==> src/pin_mux_consts.svh <==
// Register offsets, field positions, reset values and timing counts for the pin mux
`ifndef PIN_MUX_CONSTS_SVH
`define PIN_MUX_CONSTS_SVH
`define PM_ADDR_W 8
`define PM_OFF_PIN_MUX 8'h00
`define PM_OFF_ALT_SEL 8'h04
`define PM_OFF_OUT_CTRL 8'h08
`define PM_OFF_AUX_ADDR 8'h0C
`define PM_OFF_STATUS 8'h10
`define PM_OFF_TS_DATA 8'h14
`define PM_PF_HI 11
`define PM_PF_LO 10
`define PM_ALT_BIT 2
`define PM_OUT_CTRL_RST 13'h00F8
`define PM_ST_OVF_BIT 1
`define PM_ST_ALIGN_BIT 2
`define PM_PKT_LEN 8'hBC
`define PM_STRAP_WAIT 2'h3
`define PM_FIFO_DEPTH 8
`define PM_FIFO_WIDTH 9
`endif

==> src/pin_mux_pkg.sv <==
// Types shared by the pin mux
package pin_mux_pkg;
  typedef enum logic [1:0] {
    PF_TS = 2'b00,
    PF_ALT = 2'b01,
    PF_AUX = 2'b10,
    PF_RSV = 2'b11
  } pin_func_e;
  typedef struct packed {
    logic start;
    logic [7:0] data;
  } ts_word_s;
  typedef struct packed {
    logic [4:0] card_addr;
    logic card_rd_n;
    logic card_wr_n;
    logic disk_rd_n;
    logic disk_wr_n;
    logic cs5_n;
    logic cs5_mode;
    logic card_mode;
    logic disk_mode;
  } out_ctrl_s;
endpackage

==> src/pin_mux.sv <==
// Transport input and auxiliary bus pin multiplexer with byte FIFO
// Summary of operation
// - Mux 00 routes pins to transport input
// - Mux 10 makes pins auxiliary data inputs
// - Mux 01, select 0 or strap low: GPIO
// - Mux 01, select 1 or strap high: smartcard
// - Alternates are GPIO bit and smartcard data
// - Byte lane bit 0 is the MSB
// - Bytes taken only while valid asserted
// - Aux data bit 0, address bit 9 MSB
// - Disk mode puts strobes on address 14, 15
// - Card mode without disk mode drives card address on 17-21
// - Address 9 pin carries chip select five
`include "pin_mux_consts.svh"
`timescale 1ns/100ps
`default_nettype none

module byte_fifo #(
  parameter int WIDTH = 9,
  parameter int DEPTH = 8
) (
  input wire logic i_clk,
  input wire logic i_resetn,
  input wire logic i_in_valid,
  output logic o_in_ready,
  input wire logic [WIDTH-1:0] i_in_data,
  output logic o_out_valid,
  input wire logic i_out_ready,
  output logic [WIDTH-1:0] o_out_data
);
  localparam int AW = $clog2(DEPTH);
  logic [WIDTH-1:0] mem_reg [DEPTH];
  logic [AW:0] wr_reg, wr_next, rd_reg, rd_next;
  logic push, pop;

  // Full when pointers differ only in the wrap bit; depth must be a power of two
  assign o_in_ready = (wr_reg ^ rd_reg) != {1'b1, {AW{1'b0}}};
  assign o_out_valid = wr_reg != rd_reg;
  assign o_out_data = mem_reg[rd_reg[AW-1:0]];
  assign push = i_in_valid && o_in_ready;
  assign pop = o_out_valid && i_out_ready;

  always_comb begin
    wr_next = push ? wr_reg + 1'b1 : wr_reg;
    rd_next = pop ? rd_reg + 1'b1 : rd_reg;
  end

  always_ff @(posedge i_clk or negedge i_resetn) begin
    if (!i_resetn) begin
      wr_reg <= '0;
      rd_reg <= '0;
    end else begin
      wr_reg <= wr_next;
      rd_reg <= rd_next;
    end
  end

  always_ff @(posedge i_clk) begin
    if (push) begin
      mem_reg[wr_reg[AW-1:0]] <= i_in_data;
    end
  end
endmodule

module pin_mux (
  input wire logic I_CLOCK,
  input wire logic I_RESETN,
  input wire logic [`PM_ADDR_W-1:0] I_ADDR,
  input wire logic [31:0] I_WDATA,
  input wire logic I_WR,
  input wire logic I_RD,
  output logic [31:0] O_RDATA,
  input wire logic [0:7] I_SHARED_DATA_PIN,
  input wire logic I_SHARED_START_PIN,
  input wire logic I_SHARED_CLOCK_PIN,
  input wire logic I_SHARED_VALID_PIN,
  output logic [9:21] O_AUX_BUS_ADDR
);
  // Pin synchronisers: stage one is read only by stage two
  logic [0:7] data_s1_reg, data_s2_reg;
  logic start_s1_reg, start_s2_reg, valid_s1_reg, valid_s2_reg;
  logic clk_s1_reg, clk_s2_reg, clk_s3_reg;

  always_ff @(posedge I_CLOCK or negedge I_RESETN) begin
    if (!I_RESETN) begin
      data_s1_reg <= '0;
      data_s2_reg <= '0;
      start_s1_reg <= 1'b0;
      start_s2_reg <= 1'b0;
      valid_s1_reg <= 1'b0;
      valid_s2_reg <= 1'b0;
      clk_s1_reg <= 1'b0;
      clk_s2_reg <= 1'b0;
      clk_s3_reg <= 1'b0;
    end else begin
      data_s1_reg <= I_SHARED_DATA_PIN;
      data_s2_reg <= data_s1_reg;
      start_s1_reg <= I_SHARED_START_PIN;
      start_s2_reg <= start_s1_reg;
      valid_s1_reg <= I_SHARED_VALID_PIN;
      valid_s2_reg <= valid_s1_reg;
      clk_s1_reg <= I_SHARED_CLOCK_PIN;
      clk_s2_reg <= clk_s1_reg;
      clk_s3_reg <= clk_s2_reg;
    end
  end

  // Register state
  pin_mux_pkg::pin_func_e pf_reg, pf_next;
  pin_mux_pkg::out_ctrl_s ctrl_reg, ctrl_next;
  logic alt_reg, alt_next;
  logic [12:0] aux_addr_reg, aux_addr_next;
  logic ovf_reg, ovf_next, align_reg, align_next;
  logic strap_reg, strap_next;
  logic [1:0] strap_cnt_reg, strap_cnt_next;
  logic [7:0] pkt_cnt_reg, pkt_cnt_next;
  logic [31:0] rdata_next;
  logic [9:21] addr_next;

  // Transport capture
  logic ts_edge, ts_take, fifo_ready, fifo_valid, fifo_pop;
  logic [7:0] ts_in_byte;
  logic [7:0] aux_bus_data;
  logic simple_gpio_bit, smartcard_data_io;
  pin_mux_pkg::ts_word_s ts_word, fifo_word;
  logic wr_stat, rd_data;

  // Pin 0 lands in bit 7, so lane bit 0 is the byte's MSB
  assign ts_in_byte = data_s2_reg;
  assign ts_edge = clk_s2_reg && !clk_s3_reg;
  assign ts_take = ts_edge && valid_s2_reg && (pf_reg == pin_mux_pkg::PF_TS);
  assign ts_word = '{start: start_s2_reg, data: ts_in_byte};
  // Each function sees the pins only while selected
  assign aux_bus_data = (pf_reg == pin_mux_pkg::PF_AUX) ? data_s2_reg : 8'h00;
  assign simple_gpio_bit = (pf_reg == pin_mux_pkg::PF_ALT) && !alt_reg
    && data_s2_reg[0];
  assign smartcard_data_io = (pf_reg == pin_mux_pkg::PF_ALT) && alt_reg
    && data_s2_reg[0];
  assign wr_stat = I_WR && (I_ADDR == `PM_OFF_STATUS);
  assign rd_data = I_RD && (I_ADDR == `PM_OFF_TS_DATA);
  assign fifo_pop = rd_data;

  byte_fifo #(
    .WIDTH(`PM_FIFO_WIDTH),
    .DEPTH(`PM_FIFO_DEPTH)
  ) u_fifo (
    .i_clk(I_CLOCK),
    .i_resetn(I_RESETN),
    .i_in_valid(ts_take),
    .o_in_ready(fifo_ready),
    .i_in_data(ts_word),
    .o_out_valid(fifo_valid),
    .i_out_ready(fifo_pop),
    .o_out_data(fifo_word)
  );

  always_comb begin
    pf_next = pf_reg;
    alt_next = alt_reg;
    ctrl_next = ctrl_reg;
    aux_addr_next = aux_addr_reg;
    strap_next = strap_reg;
    strap_cnt_next = strap_cnt_reg;
    pkt_cnt_next = pkt_cnt_reg;
    // Strap waits out the synchroniser before the data 7 pin is trusted
    if (strap_cnt_reg != `PM_STRAP_WAIT) begin
      strap_cnt_next = strap_cnt_reg + 2'h1;
      if (strap_cnt_next == `PM_STRAP_WAIT) begin
        strap_next = data_s2_reg[7];
        alt_next = data_s2_reg[7];
      end
    end
    if (I_WR) begin
      unique case (I_ADDR)
        `PM_OFF_PIN_MUX: pf_next = pin_mux_pkg::pin_func_e'(I_WDATA[`PM_PF_HI:`PM_PF_LO]);
        `PM_OFF_ALT_SEL: alt_next = I_WDATA[`PM_ALT_BIT];
        `PM_OFF_OUT_CTRL: ctrl_next = pin_mux_pkg::out_ctrl_s'(I_WDATA[12:0]);
        `PM_OFF_AUX_ADDR: aux_addr_next = I_WDATA[12:0];
        default: ;
      endcase
    end
    // Count bytes in the packet; a start restarts the count
    if (ts_take) begin
      if (start_s2_reg) begin
        pkt_cnt_next = 8'h01;
      end else if (pkt_cnt_reg == `PM_PKT_LEN) begin
        pkt_cnt_next = 8'h01;
      end else begin
        pkt_cnt_next = pkt_cnt_reg + 8'h01;
      end
    end
    // Sticky flags: a new event wins over a clear in the same cycle
    ovf_next = (ovf_reg && !(wr_stat && I_WDATA[`PM_ST_OVF_BIT])) || (ts_take && !fifo_ready);
    align_next = (align_reg && !(wr_stat && I_WDATA[`PM_ST_ALIGN_BIT]))
      || (ts_take && (start_s2_reg != (pkt_cnt_reg == `PM_PKT_LEN))
      && (pkt_cnt_reg != 8'h00));
  end

  // Read data stands for exactly the cycle after the strobe
  always_comb begin
    rdata_next = 32'h0000_0000;
    if (I_RD) begin
      unique case (I_ADDR)
        `PM_OFF_PIN_MUX: rdata_next[`PM_PF_HI:`PM_PF_LO] = pf_reg;
        `PM_OFF_ALT_SEL: rdata_next[`PM_ALT_BIT] = alt_reg;
        `PM_OFF_OUT_CTRL: rdata_next[12:0] = ctrl_reg;
        `PM_OFF_AUX_ADDR: rdata_next[12:0] = aux_addr_reg;
        `PM_OFF_STATUS: rdata_next[15:0] = {aux_bus_data, 2'b00, smartcard_data_io,
          simple_gpio_bit, strap_reg, align_reg, ovf_reg, fifo_valid};
        `PM_OFF_TS_DATA: rdata_next[9:0] = {fifo_valid, fifo_valid ? fifo_word : 9'h000};
        default: rdata_next = 32'h0000_0000;
      endcase
    end
  end

  // Address pins: plain address unless an alternate claims the pin
  always_comb begin
    addr_next = aux_addr_reg;
    if (ctrl_reg.cs5_mode) begin
      addr_next[9] = ctrl_reg.cs5_n;
    end
    if (ctrl_reg.disk_mode) begin
      addr_next[14] = ctrl_reg.disk_wr_n;
      addr_next[15] = ctrl_reg.disk_rd_n;
    end else if (ctrl_reg.card_mode) begin
      addr_next[14] = ctrl_reg.card_wr_n;
      addr_next[15] = ctrl_reg.card_rd_n;
      addr_next[17:21] = ctrl_reg.card_addr;
    end
  end

  always_ff @(posedge I_CLOCK or negedge I_RESETN) begin
    if (!I_RESETN) begin
      pf_reg <= pin_mux_pkg::PF_TS;
      alt_reg <= 1'b0;
      ctrl_reg <= `PM_OUT_CTRL_RST;
      aux_addr_reg <= 13'h0000;
      ovf_reg <= 1'b0;
      align_reg <= 1'b0;
      strap_reg <= 1'b0;
      strap_cnt_reg <= 2'h0;
      pkt_cnt_reg <= 8'h00;
      O_RDATA <= 32'h0000_0000;
      O_AUX_BUS_ADDR <= 13'h0000;
    end else begin
      pf_reg <= pf_next;
      alt_reg <= alt_next;
      ctrl_reg <= ctrl_next;
      aux_addr_reg <= aux_addr_next;
      ovf_reg <= ovf_next;
      align_reg <= align_next;
      strap_reg <= strap_next;
      strap_cnt_reg <= strap_cnt_next;
      pkt_cnt_reg <= pkt_cnt_next;
      O_RDATA <= rdata_next;
      O_AUX_BUS_ADDR <= addr_next;
    end
  end

  ts_mode_gate_a: assert property (@(posedge I_CLOCK) disable iff (!I_RESETN)
    ts_take |-> pf_reg == pin_mux_pkg::PF_TS)
    else $error("byte taken outside transport mode");
  ts_valid_gate_a: assert property (@(posedge I_CLOCK) disable iff (!I_RESETN)
    ts_take |-> valid_s2_reg && clk_s2_reg && !clk_s3_reg)
    else $error("byte taken without valid on a clock edge");
  byte_order_a: assert property (@(posedge I_CLOCK) disable iff (!I_RESETN)
    ts_take |-> ts_word.data[7] == data_s2_reg[0] && ts_word.data[0] == data_s2_reg[7])
    else $error("byte lane order wrong");
  aux_data_gate_a: assert property (@(posedge I_CLOCK) disable iff (!I_RESETN)
    I_RD && I_ADDR == `PM_OFF_STATUS && pf_reg != pin_mux_pkg::PF_AUX
    ##1 pf_reg != pin_mux_pkg::PF_AUX |-> O_RDATA[15:8] == 8'h00)
    else $error("aux data visible outside aux mode");
  alt_select_a: assert property (@(posedge I_CLOCK) disable iff (!I_RESETN)
    simple_gpio_bit |-> !alt_reg && !smartcard_data_io)
    else $error("alternate functions overlap");
  gpio_follow_a: assert property (@(posedge I_CLOCK) disable iff (!I_RESETN)
    pf_reg == pin_mux_pkg::PF_ALT && !alt_reg |-> simple_gpio_bit == data_s2_reg[0])
    else $error("gpio bit does not follow shared pin 0");
  aux_mask_a: assert property (@(posedge I_CLOCK) disable iff (!I_RESETN)
    pf_reg != pin_mux_pkg::PF_AUX |-> aux_bus_data == 8'h00)
    else $error("aux data seen while not selected");
  strap_load_a: assert property (@(posedge I_CLOCK) disable iff (!I_RESETN)
    strap_cnt_reg == 2'h2 && !(I_WR && I_ADDR == `PM_OFF_ALT_SEL)
    |=> alt_reg == $past(data_s2_reg[7]))
    else $error("strap not loaded into alternate select");
  disk_strobe_a: assert property (@(posedge I_CLOCK) disable iff (!I_RESETN)
    ctrl_reg.disk_mode |=> O_AUX_BUS_ADDR[14] == $past(ctrl_reg.disk_wr_n)
    && O_AUX_BUS_ADDR[15] == $past(ctrl_reg.disk_rd_n))
    else $error("disk strobes not on address 14 and 15");
  card_addr_a: assert property (@(posedge I_CLOCK) disable iff (!I_RESETN)
    ctrl_reg.card_mode && !ctrl_reg.disk_mode |=>
    O_AUX_BUS_ADDR[17:21] == $past(ctrl_reg.card_addr))
    else $error("card address not on pins 17 to 21");
  cs5_pin_a: assert property (@(posedge I_CLOCK) disable iff (!I_RESETN)
    ctrl_reg.cs5_mode |=> O_AUX_BUS_ADDR[9] == $past(ctrl_reg.cs5_n))
    else $error("chip select five not on address 9");
  pkt_align_a: assert property (@(posedge I_CLOCK) disable iff (!I_RESETN)
    ts_take && start_s2_reg |=> pkt_cnt_reg == 8'h01)
    else $error("packet start does not realign count");
endmodule

`default_nettype wire

==> config.mk <==
export PLATFORM = sky130hd
export DESIGN_NAME = pin_mux
export DESIGN_NICKNAME = d
export VERILOG_FILES = /design/src/pin_mux_pkg.sv /design/src/pin_mux.sv
export VERILOG_INCLUDE_DIRS = /design/src
export SDC_FILE = /design/constraint.sdc
export NUM_CORES = 1
export LEC_CHECK = 0
export BUFFER_PORTS_ARGS = -buffer_cell sky130_fd_sc_hd__buf_2
export CAP_MARGIN = 40
export CORE_MARGIN = 1.5
export CORE_UTILIZATION = 55
export DETAILED_ROUTE_END_ITERATION = 6
export HOLD_SLACK_MARGIN = 0.06
export PLACE_DENSITY = 0.77
export SLEW_MARGIN = 20
export SYNTH_ARGS = -nofsm -noshare
export SYNTH_HDL_FRONTEND = slang
export SYNTH_SLANG_ARGS = --single-unit
export TNS_END_PERCENT = 30
==> constraint.sdc <==
create_clock -name I_CLOCK -period 3.2 [get_ports I_CLOCK]
set_input_delay 0.64 -clock I_CLOCK [delete_from_list [all_inputs] [get_ports I_CLOCK]]
set_output_delay 0.64 -clock I_CLOCK [all_outputs]
set_load 0.01 [all_outputs]
==> flow_summary.toml <==
[critical_path]
cp_max_fo = 10
critPathLaunchType = "flop"
rr_endpoint = "u_fifo.mem_reg[1][1]$_DFFE_PP_"
worst-endpoint-arrival_ns = 2.80
path_class = "reg -> reg"
r2r_start = "pf_reg[0]$_DFFE_PN0P_"
reg2reg_slack_ns = 0.53
setup.worst_path.start = "pf_reg[0]$_DFFE_PN0P_"
reg2regPathDepth = 5
cp_cell_sequence = "or4_1, nor2_2, nand2_1, nor3_1, buf_4"
cpMaxStageDelayCell = "or4_1"
critical_path.endpoint_type = "flop"
crit_required_ns = 3.33
cpPeakStageDelay_ns = 0.74

[timing]
final.setup.worst_slack_ns = 0.530
fin_skew_ns = 0.00739
slew_headroom_pct = 54.3
timing.fmax_ghz = 0.375
rsz0062_at_grt = "false"
fin_crit_ns = 2.67
fin_tns_setup_ns = 0
worstMarginPinSlew_ns = 0.685
finalCritPeriodShare_pct = 83.4
slew_violations = 0
finalHoldViolCount = 0
setup_viol = 0

[grt]
grt_max_degree = 50
grt_overflow_total = 0
busiest_layer = "met2"
grt_use_met1_pct = 30.6
antenna_found_initial = 1
grt_use_met3_pct = 7.21
met2_usage_pct = 35.6
first_global_vias = 4154
grt_pass1_wl_microns = 22100
grt.total_usage_pct = 22.6

[final_layout]
stdcell_count = 745
largest_reg_flops = 72
drive_above_1_share_pct = 27.6
final_area_sq_um = 8230
syn2layout_area_growth_pct = 14.9
fin_nets = 621

[placed_design]
dp_cells = 712
pre_cts_slack_ns = 0.597
io_buffer_count = 64
gp_congestion = 0.843
dp_hpwl_microns = 9410
place_area_sq_um = 7650

[yosys]
ys_types = 54
synth_seq_cells = 174
synth_area_leader_cell = "dfrtp_1"
yosysSeqAreaShare_pct = 65.9
async_reset_ff_share_pct = 58.6
synth_warnings = 0
mappedNetlistArea_sq_um = 7160
synth_area_leaders = "dfrtp_1 34%, edfxtp_1 30%, mux4_2 5.7%"
syn_avg_cell_area_sq_um = 14.9
synthCells = 479
synthFlopType = "dfrtp_1"
synth_edf_count = 72
netlist.area_leader.share_pct = 33.9

[clock_tree]
cts_setup_buffers = 0
cts-resized-gates = 0
cts_tree = "done"
cts-root-buf = "clkbuf_16"
hold_buffers = 0
clk_path_buf_depth = 2
clk_latency_ns = 0.43
clock_sinks = 174
cts.clk_slew.worst_paths_ns = 0.06
cts_buffers = 17
htree_levels = 4

[power_and_ir_drop]
max-vdd-ir-drop_v = 0.000418
leakage_nw = 3.51
p_per_area_nw_per_um2 = 601
total_power_mw = 4.95

[routing]
drt-pass1-iter-count = 5
wl_per_cell_microns = 19.2
wl_microns = 14300
ant_nets = 0
viasPerCell = 5.60
via_count = 4169
drt_iter0_markers = 329
drc = 0

[floorplan]
pin_count = 100
num_rows = 41
start_util_pct = 56.5
die_area_sq_um = 13700
core_sq_um = 12700
die-width_microns = 117
die_h_microns = 117

[hold_path]
hold_class = "in -> async"

[status]
status = "completed"

[flow_run]
cap_violations = 0
-- kinds of logic (layout without fill, tap and decap cells) --
| logic type | Yosys count | count (layout) | synth area share [%] |
|---|---|---|---|
| simple gates | 123 | 123 | 9.23 |
| compound gates | 49 | 49 | 4.63 |
| other cells | 1 | 17 | 0.0524 |
| flops | 174 | 174 | 65.9 |
| fa+ha+maj | 7 | 7 | 1.22 |
| xor+xnor | 10 | 10 | 1.22 |
| mux | 73 | 73 | 14.1 |
| buf+inv | 42 | 120 | 3.63 |
-- metal layers --
metal  vias to the layer above  routed length [microns]  share of wire [%]
met5                         -                        0                  0
met4                         0                      221                1.5
met3                        24                      802                5.6
met2                       129                     7060                 49
met1                      2134                     6250                 44
li1                       1882                        -                  -
-- synth_stat cells, types with 2 or more instances --
| cell type | instances |
|---|---|
| nor3_2 | 3 |
| clkbuf_1 | 6 |
| mux2i_1 | 14 |
| mux2_1 | 30 |
| xor2_1 | 4 |
| a21oi_1 | 8 |
| buf_6 | 3 |
| nand2b_1 | 14 |
| o22ai_1 | 2 |
| dfrtp_1 | 97 |
| a22oi_1 | 7 |
| a211oi_1 | 2 |
| o21ai_1 | 8 |
| nor3_1 | 4 |
| inv_1 | 6 |
| and4b_1 | 2 |
| and3_1 | 5 |
| edfxtp_1 | 72 |
| o2bb2ai_1 | 2 |
| nand3_1 | 7 |
| xnor2_1 | 6 |
| nor2_1 | 23 |
| nor2b_1 | 11 |
| nand4_1 | 7 |
| mux4_2 | 18 |
| o31ai_2 | 3 |
| buf_2 | 7 |
| buf_4 | 19 |
| a32o_1 | 2 |
| nand2_1 | 35 |
| ha_1 | 7 |
| or4_1 | 2 |
| dfstp_2 | 5 |
| o21ai_0 | 8 |
| mux2_2 | 11 |
-- report_power, final --
group	switching [mW]	leakage (nW)	internal [mW]	total, mW
clock network	0.853	0.278	1.15	2.00
logic	0.218	1.27	0.158	0.376
registers	0.121	1.97	2.45	2.57
-- critical path: cells and delay by family, from the launching register on --
family / cells / cell delay [ns]
and+or+nand+nor: 4 / 1.65
DFF: 1 / 0.42
buffers and inverters: 1 / 0.29
-- cell usage in the layout (no fill, tap or decap), types with 14 or more instances in the layout --
cell       synthesis  layout
nand2b_1          14      14
mux2_1            30      30
buf_2              7      63
edfxtp_1          72      72
conb_1             1      16
nand2_1           35      35
dfrtp_1           97      97
nor2_1            23      23
mux4_2            18      18
clkbuf_16          0      17
mux2i_1           14      14
buf_4             19      18
-- how the worst max path moves through the flow --
stage,endpoint,slack (ns)
after global routing,u_fifo.mem_reg[1][1]$_DFFE_PP_,0.39
after global placement,u_fifo.mem_reg[1][1]$_DFFE_PP_,0.65
after detailed placement,u_fifo.mem_reg[1][1]$_DFFE_PP_,0.60
after CTS,u_fifo.mem_reg[1][1]$_DFFE_PP_,0.52
after floorplan,u_fifo.mem_reg[1][0]$_DFFE_PP_,0.82
final,u_fifo.mem_reg[1][1]$_DFFE_PP_,0.53
-- per-stage QoR --
step / util, % / hold WS [ns]
floorplan: - / 0.331
global placement: 60.3 / 0.331
detailed placement: 60.4 / 0.335
CTS: 64.9 / 0.264
global route: 64.9 / 0.279
finish: 64.9 / 0.245
-- final cells by class --
class	instances	area (sq um)
clock inverter	14	143
inverter	6	22.5
fill	889	4440
timing repair buffer	82	462
antenna	1	2.50
multi-input combinational	278	2230
tap	172	215
clock buffer	18	429
sequential	174	4720
No activity file was read; power rests on OpenSTA's default activity.
